**src/core/calendar_clock_module_pkg.sv**
```systemverilog
package calendar_clock_module_pkg;

  // register byte offsets on the apb
  localparam logic [11:0] CALENDAR_CLOCK_MODULE_CTRL_OFS = 12'h000;
  localparam logic [11:0] CALENDAR_CLOCK_MODULE_TIME_OFS = 12'h004;

  // field positions of rtc_control
  localparam int unsigned CAL_LSB       = 16;
  localparam int unsigned CAL_W         = 10;
  localparam int unsigned ON_BIT        = 15;
  localparam int unsigned IDLE_STOP_BIT = 13;
  localparam int unsigned SEL_BIT       = 7;
  localparam int unsigned RUN_BIT       = 6;
  localparam int unsigned UNLOCK_BIT    = 3;
  localparam int unsigned SYNC_BIT      = 2;
  localparam int unsigned HALF_BIT      = 1;
  localparam int unsigned OE_BIT        = 0;

  // seconds field of time_value
  localparam int unsigned SEC_LSB = 8;
  localparam int unsigned SEC_W   = 7;

  // values after power-on reset
  localparam logic [31:0]      CTRL_RESET = 32'h0000_0000;
  localparam logic [CAL_W-1:0] CAL_RESET  = 10'h000;
  localparam logic [SEC_W-1:0] SEC_RESET  = 7'h00;
  localparam logic [15:0]      PRE_RESET  = 16'h0000;
  localparam logic [9:0]       SKIP_RESET = 10'h000;

  // implemented positions of rtc_control; all others read zero
  localparam logic [31:0] CTRL_IMPL_MASK = 32'h03FF_A0CF;

  // cycle and pulse counts
  localparam logic [SEC_W-1:0] SEC_LAST  = 7'h3B;
  localparam int unsigned      SYNC_WIN  = 32;
  localparam int unsigned      PPS_DEF   = 32768;

  // apb request and answer
  typedef struct packed {
    logic        psel;
    logic        penable;
    logic        pwrite;
    logic [11:0] paddr;
    logic [31:0] pwdata;
  } calendar_clock_module_apb_req_s;

  typedef struct packed {
    logic [31:0] prdata;
    logic        pready;
    logic        pslverr;
  } calendar_clock_module_apb_rsp_s;

  // prescaler phase: counting, or eating pulses for a negative trim
  typedef enum logic [1:0] {
    TK_COUNT = 2'b01,
    TK_SKIP  = 2'b10
  } calendar_clock_module_tk_e;

endpackage

```
**src/core/calendar_clock_module_control.sv**
```systemverilog
// Overview of operation
// the trim field is a signed 10-bit value and zero means no correction.
// a positive trim N adds N timekeeping pulses once per minute (1..511).
// a negative trim removes its magnitude in pulses per minute (1..512).
// the module runs while the enable bit 15 is one, else it is held.
// the enable bit takes a write only while write_unlock is one.
// write_unlock can be set only while the unlock sequence is enabled.
// with idle_stop set, the bus clock to the module is cut in Idle mode.
// pin_source_select picks the seconds clock (1) or alarm pulse (0).
// the chosen signal drives the pin only while pin_output_enable is one.
// clock_running_flag reads one while the timekeeping clock runs.
// half_second_flag is read-only and a seconds write clears it.
// rtc_control returns to its defaults only on power-on reset.
// software avoids access in the cycle after clearing the enable bit.
// unimplemented bits of rtc_control ignore writes and read zero.
// the trim is applied once per minute, at the minute rollover.
module calendar_clock_module_control #(
  parameter int unsigned PULSES_PER_SEC = calendar_clock_module_pkg::PPS_DEF
) (
  input  wire logic                    pclk,
  input  wire logic                    presetn,
  input  wire calendar_clock_module_pkg::calendar_clock_module_apb_req_s apb_req,
  output      calendar_clock_module_pkg::calendar_clock_module_apb_rsp_s apb_rsp,
  input  wire logic                    tk_clk_pin,
  input  wire logic                    idle_mode,
  input  wire logic                    unlock_seq_en,
  input  wire logic                    alarm_pulse,
  output      logic                    bus_clk_en,
  output      logic                    module_on,
  output      logic                    rtc_pin_out,
  output      logic                    rtc_pin_drive
);
  import calendar_clock_module_pkg::*;

  // half-second length in timekeeping pulses; the prescaler counts
  // 0..PRE_LAST and the half-second flag toggles at its end
  localparam int unsigned HALF_CNT = PULSES_PER_SEC / 2;
  localparam logic [15:0] PRE_LAST = 16'(HALF_CNT - 1);
  // a sync window longer than the half second would wrap below zero;
  // open it from the start of the half second instead
  localparam int unsigned SYNC_FROM =
    (HALF_CNT > SYNC_WIN) ? HALF_CNT - SYNC_WIN : 0;
  localparam logic [15:0] PRE_SYNC = 16'(SYNC_FROM);

  // magnitude of a two's-complement trim, 1..512 for negatives
  // shared by the skip count and the forward load of the prescaler
  function automatic logic [9:0] trim_mag(input logic [CAL_W-1:0] t);
    logic [CAL_W-1:0] neg;
    neg = ~t + 10'h001;
    trim_mag = t[CAL_W-1] ? neg : t;
  endfunction

  // control fields
  logic [CAL_W-1:0] cal_reg;
  logic [CAL_W-1:0] cal_next;
  logic             on_reg;
  logic             on_next;
  logic             idle_stop_reg;
  logic             idle_stop_next;
  logic             sel_reg;
  logic             sel_next;
  logic             unlock_reg;
  logic             unlock_next;
  logic             oe_reg;
  logic             oe_next;

  // timekeeping state
  calendar_clock_module_tk_e         tk_reg;
  calendar_clock_module_tk_e         tk_next;
  logic [15:0]      pre_reg;
  logic [15:0]      pre_next;
  logic [9:0]       skip_reg;
  logic [9:0]       skip_next;
  logic             half_reg;
  logic             half_next;
  logic [SEC_W-1:0] sec_reg;
  logic [SEC_W-1:0] sec_next;

  // pin synchroniser and edge history
  logic             tk_s1_reg;
  logic             tk_s2_reg;
  logic             tk_s3_reg;

  // outputs from flip-flops
  logic [31:0]      prdata_reg;
  logic [31:0]      prdata_next;
  logic             pin_out_reg;
  logic             pin_drive_reg;
  logic             bus_clk_en_reg;

  // bus decode
  wire              setup_ph  = apb_req.psel & ~apb_req.penable;
  wire              access_ph = apb_req.psel & apb_req.penable;
  wire              hit_ctrl  = apb_req.paddr == CALENDAR_CLOCK_MODULE_CTRL_OFS;
  wire              hit_time  = apb_req.paddr == CALENDAR_CLOCK_MODULE_TIME_OFS;
  wire              hit_any   = hit_ctrl | hit_time;
  wire              wr_en     = access_ph & apb_req.pwrite;
  wire              wr_ctrl   = wr_en & hit_ctrl;
  wire              wr_time   = wr_en & hit_time;
  wire [31:0]       wdata     = apb_req.pwdata;

  // state of the clock gate and the running module
  wire              clk_cut   = idle_stop_reg & idle_mode;
  wire              running   = on_reg & ~clk_cut;
  // rising edges only; a pin held high is one pulse, not many
  wire              tk_rise   = tk_s2_reg & ~tk_s3_reg;
  wire              tk_step   = running & tk_rise;
  wire              pre_end   = pre_reg == PRE_LAST;
  wire              sec_end   = half_reg & pre_end;
  wire              min_end   = sec_end & (sec_reg == SEC_LAST);
  // warns software that a rollover is near, when a time read may tear
  wire              sync_win  = running & half_reg & (pre_reg >= PRE_SYNC);
  wire [9:0]        cal_mag   = trim_mag(cal_reg);
  wire              cal_neg   = cal_reg[CAL_W-1];
  wire              cal_zero  = cal_reg == CAL_RESET;
  // a trim beyond the half-second length would run the prescaler past its
  // end and around 16 bits; clamp it to one shortened half second instead
  wire [15:0]       trim_ext  = {6'h00, cal_mag};
  wire [15:0]       trim_load = (trim_ext > PRE_LAST) ? PRE_LAST : trim_ext;
  wire              pin_src   = sel_reg ? half_reg : alarm_pulse;

  // read view; reserved positions forced to zero by the mask
  wire [31:0]       ctrl_raw  = {6'h00, cal_reg, on_reg, 1'b0,
                                 idle_stop_reg, 5'h00, sel_reg, running,
                                 2'b00, unlock_reg, sync_win, half_reg,
                                 oe_reg};
  // reserved read zero
  wire [31:0]       ctrl_rd   = ctrl_raw & CTRL_IMPL_MASK;
  wire [31:0]       time_rd   = {17'h0_0000, sec_reg, 8'h00};

  // control register writes
  always_comb begin
    cal_next       = cal_reg;
    on_next        = on_reg;
    idle_stop_next = idle_stop_reg;
    sel_next       = sel_reg;
    unlock_next    = unlock_reg;
    oe_next        = oe_reg;
    if (wr_ctrl) begin
      // signed trim stored
      cal_next       = wdata[CAL_LSB +: CAL_W];
      idle_stop_next = wdata[IDLE_STOP_BIT];
      sel_next       = wdata[SEL_BIT];
      oe_next        = wdata[OE_BIT];
      // enable guarded by unlock
      // the unlock value before this write counts, so one write cannot
      // both unlock and start the module
      if (unlock_reg) begin
        on_next = wdata[ON_BIT];
      end
      // clearing is always allowed; setting needs the sequence or a set bit
      // set needs unlock sequence
      unlock_next = wdata[UNLOCK_BIT] & (unlock_seq_en | unlock_reg);
    end
  end

  // prescaler, half-second phase and seconds count
  always_comb begin
    tk_next   = tk_reg;
    pre_next  = pre_reg;
    skip_next = skip_reg;
    half_next = half_reg;
    sec_next  = sec_reg;
    // counting only while enabled
    if (tk_step) begin
      unique case (tk_reg)
        TK_SKIP: begin
          // prescaler and seconds hold still while pulses are eaten
          // eat pulses for negative trim
          skip_next = skip_reg - 10'h001;
          if (skip_reg == 10'h001) begin
            tk_next = TK_COUNT;
          end
        end
        TK_COUNT: begin
          if (pre_end) begin
            pre_next  = PRE_RESET;
            half_next = ~half_reg;
          end else begin
            pre_next = pre_reg + 16'h0001;
          end
          // seconds step as the half-second flag falls
          if (sec_end) begin
            sec_next = sec_reg + 7'h01;
          end
          // trim at minute rollover
          if (min_end) begin
            sec_next = SEC_RESET;
            if (!cal_zero && !cal_neg) begin
              // skip ahead adds pulses
              pre_next = trim_load;
            end
            if (cal_neg) begin
              tk_next   = TK_SKIP;
              skip_next = cal_mag;
            end
          end
        end
      endcase
    end
    // a seconds write restarts the second and drops a pending skip,
    // so a skip left from the last rollover never eats pulses of the newly written time
    // seconds write clears half flag
    if (wr_time) begin
      sec_next  = wdata[SEC_LSB +: SEC_W];
      half_next = 1'b0;
      pre_next  = PRE_RESET;
      tk_next   = TK_COUNT;
      skip_next = SKIP_RESET;
    end
  end

  // read data is captured in the setup phase and held for the access
  assign prdata_next = !setup_ph ? prdata_reg :
                       hit_ctrl  ? ctrl_rd    :
                       hit_time  ? time_rd    : 32'h0000_0000;

  // only power-on reset clears control
  always_ff @(posedge pclk or negedge presetn) begin
    if (!presetn) begin
      cal_reg       <= CTRL_RESET[CAL_LSB +: CAL_W];
      on_reg        <= CTRL_RESET[ON_BIT];
      idle_stop_reg <= CTRL_RESET[IDLE_STOP_BIT];
      sel_reg       <= CTRL_RESET[SEL_BIT];
      unlock_reg    <= CTRL_RESET[UNLOCK_BIT];
      oe_reg        <= CTRL_RESET[OE_BIT];
    end else begin
      cal_reg       <= cal_next;
      on_reg        <= on_next;
      idle_stop_reg <= idle_stop_next;
      sel_reg       <= sel_next;
      unlock_reg    <= unlock_next;
      oe_reg        <= oe_next;
    end
  end

  // timekeeping registers
  always_ff @(posedge pclk or negedge presetn) begin
    if (!presetn) begin
      tk_reg   <= TK_COUNT;
      pre_reg  <= PRE_RESET;
      skip_reg <= SKIP_RESET;
      half_reg <= 1'b0;
      sec_reg  <= SEC_RESET;
    end else begin
      tk_reg   <= tk_next;
      pre_reg  <= pre_next;
      skip_reg <= skip_next;
      half_reg <= half_next;
      sec_reg  <= sec_next;
    end
  end

  // two stages before any logic reads the pin, third for edge history
  always_ff @(posedge pclk or negedge presetn) begin
    if (!presetn) begin
      tk_s1_reg <= 1'b0;
      tk_s2_reg <= 1'b0;
      tk_s3_reg <= 1'b0;
    end else begin
      tk_s1_reg <= tk_clk_pin;
      tk_s2_reg <= tk_s1_reg;
      tk_s3_reg <= tk_s2_reg;
    end
  end

  // registered outputs; pin low and undriven when not enabled
  // holding the level low too keeps the pin quiet if it is driven later
  always_ff @(posedge pclk or negedge presetn) begin
    if (!presetn) begin
      prdata_reg     <= 32'h0000_0000;
      pin_out_reg    <= 1'b0;
      pin_drive_reg  <= 1'b0;
      bus_clk_en_reg <= 1'b1;
    end else begin
      prdata_reg     <= prdata_next;
      // pin source select
      // pin enable gates
      pin_out_reg    <= oe_reg & pin_src;
      pin_drive_reg  <= oe_reg;
      // idle cuts bus clock
      bus_clk_en_reg <= ~clk_cut;
    end
  end

  // the apb side is never stalled; a cut bus clock is signalled out,
  // and registers still answer so a master can never hang on us
  assign apb_rsp = '{
    prdata:  prdata_reg,
    pready:  1'b1,
    pslverr: access_ph & ~hit_any
  };

  // module_on is the same signal as the running flag, so both agree
  // running flag on outputs
  assign module_on     = running;
  assign bus_clk_en    = bus_clk_en_reg;
  assign rtc_pin_out   = pin_out_reg;
  assign rtc_pin_drive = pin_drive_reg;

endmodule

```
**config.mk**
```make
export PLATFORM = sky130hd
export DESIGN_NAME = calendar_clock_module_control
export DESIGN_NICKNAME = d
export VERILOG_FILES = /design/src/core/calendar_clock_module_pkg.sv /design/src/core/calendar_clock_module_control.sv
export SDC_FILE = /design/constraint.sdc
export NUM_CORES = 1
export LEC_CHECK = 0
export BUFFER_PORTS_ARGS = -buffer_cell sky130_fd_sc_hd__buf_2
export CORE_ASPECT_RATIO = 0.5
export CORE_UTILIZATION = 55
export DETAILED_ROUTE_END_ITERATION = 7
export PLACE_DENSITY_LB_ADDON = 0.08
export SYNTH_ARGS = -nofsm -noshare
export SYNTH_HDL_FRONTEND = slang
export SYNTH_SLANG_ARGS = --single-unit
```
**constraint.sdc**
```tcl
create_clock -name pclk -period 2.62 [get_ports pclk]
set_input_delay 0.131 -clock pclk [delete_from_list [all_inputs] [get_ports pclk]]
set_output_delay 0.131 -clock pclk [all_outputs]
set_load 0.02 [all_outputs]
```
---- After elaboration in Yosys (flattened, before gate mapping) ----
Index checks and enable logic that the tools add are counted.
storage, ports and cells
  memory bits (writable) .................. 0
  output and inout bits ................... 38
  logic and storage cells ................. 103
  memory bits (read-only) ................. 0
  memories kept ........................... 0
  input bits .............................. 53
  latch bits .............................. 0
  register bits after elaboration ......... 89
operators by class
  add/sub/neg operators ................... 4
  magnitude comparators ................... 2
  shift-type cells ........................ 0
  bitwise logic cells ..................... 24
  $mul .................................... 0
  multiplexer cells ....................... 31
  equality and inequality tests ........... 9
  div/mod/pow operators ................... 0
  reductions and logical operators ........ 15
operators by type and width
  cell                                                                 count
  two-way mux 16 bit                                                   6
  two-way mux 10 bit                                                   5
  two-way mux 7 bit                                                    5
  two-way mux 26 bit                                                   1
  case mux 10 bit (2 select lines)                                     1
  adder 16 x 1 -> 16 bit, second input constant                        1
  AND 1 bit                                                            16
  == test 16 x 14 -> 1 bit, second input constant                      1
  greater-or-equal comparator 16 x 14 -> 1 bit, second input constant  1
  two-way mux 15 bit                                                   1
  > comparator 10 x 14 -> 1 bit, second input constant                 1
  two-way mux 14 bit                                                   1
  == test 12 x 3 -> 1 bit, second input constant                       1
  zero test 12 bit                                                     1
  adder 10 x 1 -> 10 bit, second input constant                        1
  == test 10 x 1 -> 1 bit, second input constant                       1
  zero test 10 bit                                                     1
  two-way mux 2 bit                                                    5
  NOT 10 bit                                                           1
  subtractor 10 x 1 -> 10 bit, second input constant                   1
  != test 3 bit, second input constant                                 3
  AND reduction 3 bit                                                  3
  adder 7 x 1 -> 7 bit, second input constant                          1
  == test 7 x 6 -> 1 bit, second input constant                        1
  12 further kinds                                                     25

---- Logic depth before layout (Yosys ltp) ----
  depth in word-level cells ............... 10
  depth in mapped cells ................... 8

---- Least setup slack after synthesis ----
No wires, ideal clock.
  kind .................................... flip-flop to flip-flop
  from .................................... reg sec_reg[2]
  to ...................................... reg skip_reg[4]
  setup time .............................. 0.074 ns
  arrival time ............................ 2.005 ns
  required time ........................... 2.546 ns
  path buffers ............................ 1
  setup slack ............................. 0.541 ns
  stages on the path, launching flop included .. 7
  path through ............................ dfrtp_1 -> or3b_1 -> or3_1 -> clkbuf_2 -> o31a_1 -> or3_1 -> a21oi_2
between the ends
  cells in the longest elaborated chain, start to end .. 4
ends and longest elaborated chain
  element                        line                                  text
  start, declared                calendar_clock_module_control.sv:76   logic [SEC_W-1:0] sec_reg;
  start signal, assigned         calendar_clock_module_control.sv:250  sec_reg <= sec_next;
  == test 7 x 6 -> 1 bit         calendar_clock_module_control.sv:110  wire min_end = sec_end & (sec_reg == SEC_LAST);
  AND 1 bit                      calendar_clock_module_control.sv:110
  != test 3 bit (no line)        --
  AND reduction 3 bit (no line)  --
  end signal, assigned           calendar_clock_module_control.sv:248  skip_reg <= skip_next;
  end, declared                  calendar_clock_module_control.sv:72   logic [9:0] skip_reg;
No other way between the ends.
A chain may end at the register's enable or synchronous reset.

---- Final worst setup path ----
  from .................................... reg sec_reg[1]
  to ...................................... reg skip_reg[8]
The elaborated chain is that of the path after synthesis.

==> results.json <==
{
  "synth-edff-count": 0,
  "grt_pass1_wl_um": 18570,
  "nFillCells": 603,
  "rsz0062_at_grt": "no",
  "core_area_mm2": 0.007460,
  "rows": 22,
  "clock_latency_ns": 0.34,
  "die_x_um": 127.5,
  "worst_slack_ns": 0.2738,
  "clock-root-buffer": "clkbuf_16",
  "powerDensity_mw_per_mm2": 488.6,
  "fp.dieH_um": 64.75,
  "yosysTopAreaCell": "dfrtp_1",
  "via_count": 4051,
  "cp_slowest_cell": "or3_1",
  "wl_per_cell_um": 17.23,
  "ys_async_sr_fraction_pct": 100.0,
  "hold_slack_ns": -0.04947,
  "period_share_pct": 89.55,
  "cp.arrival_ns": 2.55,
  "finalSetupTns_ns": 0,
  "gp_congestion": 0.8741,
  "critPathMaxStageDelay_ns": 0.53,
  "hold_viol": 68,
  "wl_met2_um": 4722,
  "power_leakage_nw": 2.408,
  "drive_above_1_share_pct": 21.23,
  "yosysWarnings": 0,
  "cts_htree_levels": 3,
  "critical_path_class": "register to register",
  "tritoncts": "yes",
  "grt-ovfl-total": 0,
  "r2r.worst_path.cells": 6,
  "largest_register_ffs": 24,
  "max_freq_mhz": 426.2,
  "totalWireLength_um": 11360,
  "cts_hold_buf": 9,
  "cts_made_buffers": 9,
  "post-place-ws_ns": 0.3011,
  "r2r-start": "sec_reg[1]",
  "via_per_inst": 6.147,
  "layout_common_cells": "79 x dfrtp_1, 69 x buf_2, 45 x nand2_1",
  "regArea_mm2": 0.002029,
  "antenna_found_initial": 0,
  "dp_hpwl_um": 8043,
  "cp_max_fo": 6,
  "worst_setup_path_start_kind": "register",
  "path_cells": "ha_1 -> nand4_1 -> or3_1 -> o31a_1 -> o311ai_0 -> o21ai_0",
  "fin_skew_ns": 0.01086,
  "grt_pass1_vias": 3689,
  "drt_iter0_markers": 440,
  "synth-seq-cells": 81,
  "ant_nets": 0,
  "reg2reg_setup_slack_ns": 0.27,
  "postCtsResizedCells": 0,
  "grt_start_max_net_pins": 82,
  "synth.cell_area_mm2": 0.004330,
  "grt_usage_pct": 29.76,
  "synthCells": 465,
  "cts_buffer_depth": 2,
  "final_nets": 605,
  "synth_top_flop_cell": "dfrtp_1",
  "worstReg2RegEnd": "skip_reg[8]",
  "cts.clk_slew.worst_paths_ns": 0.06,
  "synth_top_area_share_pct": 45.65,
  "syn_area_per_cell_um2": 9.313,
  "cts_sinks": 81,
  "worst_pin_slew_ns": 0.9991,
  "n_antenna_cell": 0,
  "status": "complete, but fails checks",
  "design.die.area_mm2": 0.008254,
  "slew_viol_final": 0,
  "drt_pre_antenna_iters": 6,
  "worstPathRequired_ns": 2.82,
  "period_needed_ns": 2.346,
  "drc_errors": 0,
  "finalSetupViolCount": 0,
  "ir_worst_vdd_mv": 0.3297,
  "io_pins": 91,
  "wl_met3_um": 1121,
  "max-slew-margin-rel_pct": 33.39,
  "setup.worst_path.end_class": "register",
  "synth_cell_types": 62,
  "final_common_cell": "dfrtp_1",
  "area_growth_syn_to_layout_pct": 19.65,
  "top_layer": "met4",
  "violations": "hold timing",
  "numPortBuffers": 70,
  "multi_input_area_mm2": 0.002105,
  "min_path_type": "input port to async pin",
  "wl_met1_um": 5402,
  "synthTopCellsByArea": "dfrtp_1 46%, a22o_1 4.4%, nand2_1 3.9%, o21ai_0 3.7%, a21oi_1 3.5%",
  "post-cts-setup-buffer-count": 0,
  "maxCapViolations": 0,
  "yosysSeqAreaShare_pct": 46.87,
  "initial_core_util_pct": 58.05
}
==> cells by family after synthesis <==
group,count (synthesis),synth area share [%]
xor gates and xnor gates,8,1.618
other,2,0.1734
DFF,81,46.87
buffers and inverters,49,5.143
muxes,6,1.474
adders and majority gates,6,1.734
AOI/OAI and AO/OA,137,21.27
and+or+nand+nor,176,21.73
==> through the flow <==
step	hold slack (ns)	utilization, %	power, W	cell area, µm²	instances
6_report	-0.04947	69.46	0.002532	5181	659
5_1_grt	0.01810	69.46	0.002620	5181	659
4_1_cts	0.002292	69.46	0.002547	5181	659
3_5_place_dp	0.2432	64.53	0.001370	4813	634
3_3_place_gp	0.2400	64.53	0.001370	4813	634
2_1_floorplan	-0.1646	-	0.001318	4357	472
==> how the worst max path moves through the flow <==
stage                           from     endpoint  cells past startpoint
after floorplan           sec_reg[2]  skip_reg[4]                      6
after global placement    sec_reg[1]  skip_reg[4]                      6
after detailed placement  sec_reg[1]  skip_reg[8]                      6
after CTS                 sec_reg[1]  skip_reg[8]                      6
after global routing      cal_reg[1]   pre_reg[3]                      7
final                     sec_reg[1]  skip_reg[8]                      6
==> where the power goes <==
part / leakage, nW / internal [W] / switching [W]
clock: 0.136 / 0.000648 / 0.000527
sequential: 1.07 / 0.00125 / 0.00000191
combinational: 1.21 / 0.0000377 / 0.0000633
==> cell usage after synthesis, types with 7 or more instances <==
master and number:
and3_1 7, o31ai_1 8, buf_4 10, a21oi_1 30, nand2_1 45, nor3_1 20, or3_1 13, inv_1 15
nor2_1 20, a31oi_1 10, nand4_1 8, clkbuf_1 21, o21ai_0 32, dfrtp_1 79, a22o_1 22, nand3_1 21
nor4_1 11
==> area by class of cell <==
| class | instances | area share, % |
|---|---|---|
| tap | 108 | 2.608 |
| sequential | 81 | 39.17 |
| clock inverter | 7 | 1.014 |
| inverter | 15 | 1.087 |
| multi-input combinational | 342 | 40.62 |
| clock buffer | 9 | 4.347 |
| timing repair buffer | 97 | 11.16 |
==> critical path: cells and delay by family, from the launching register on <==
family	cells	cell delay (ns)
simple gates	2	0.74
compound gates	3	0.83
fa+ha+maj	1	0.24
flops	1	0.41
==> per-layer routing <==
metal	track usage [%]	up-vias
met5	3.268	-
met3	8.753	14
met1	43.19	1918
li1	-	1908
met2	43.24	211
met4	7.440	0
No activity file was read; power rests on OpenSTA's default activity.
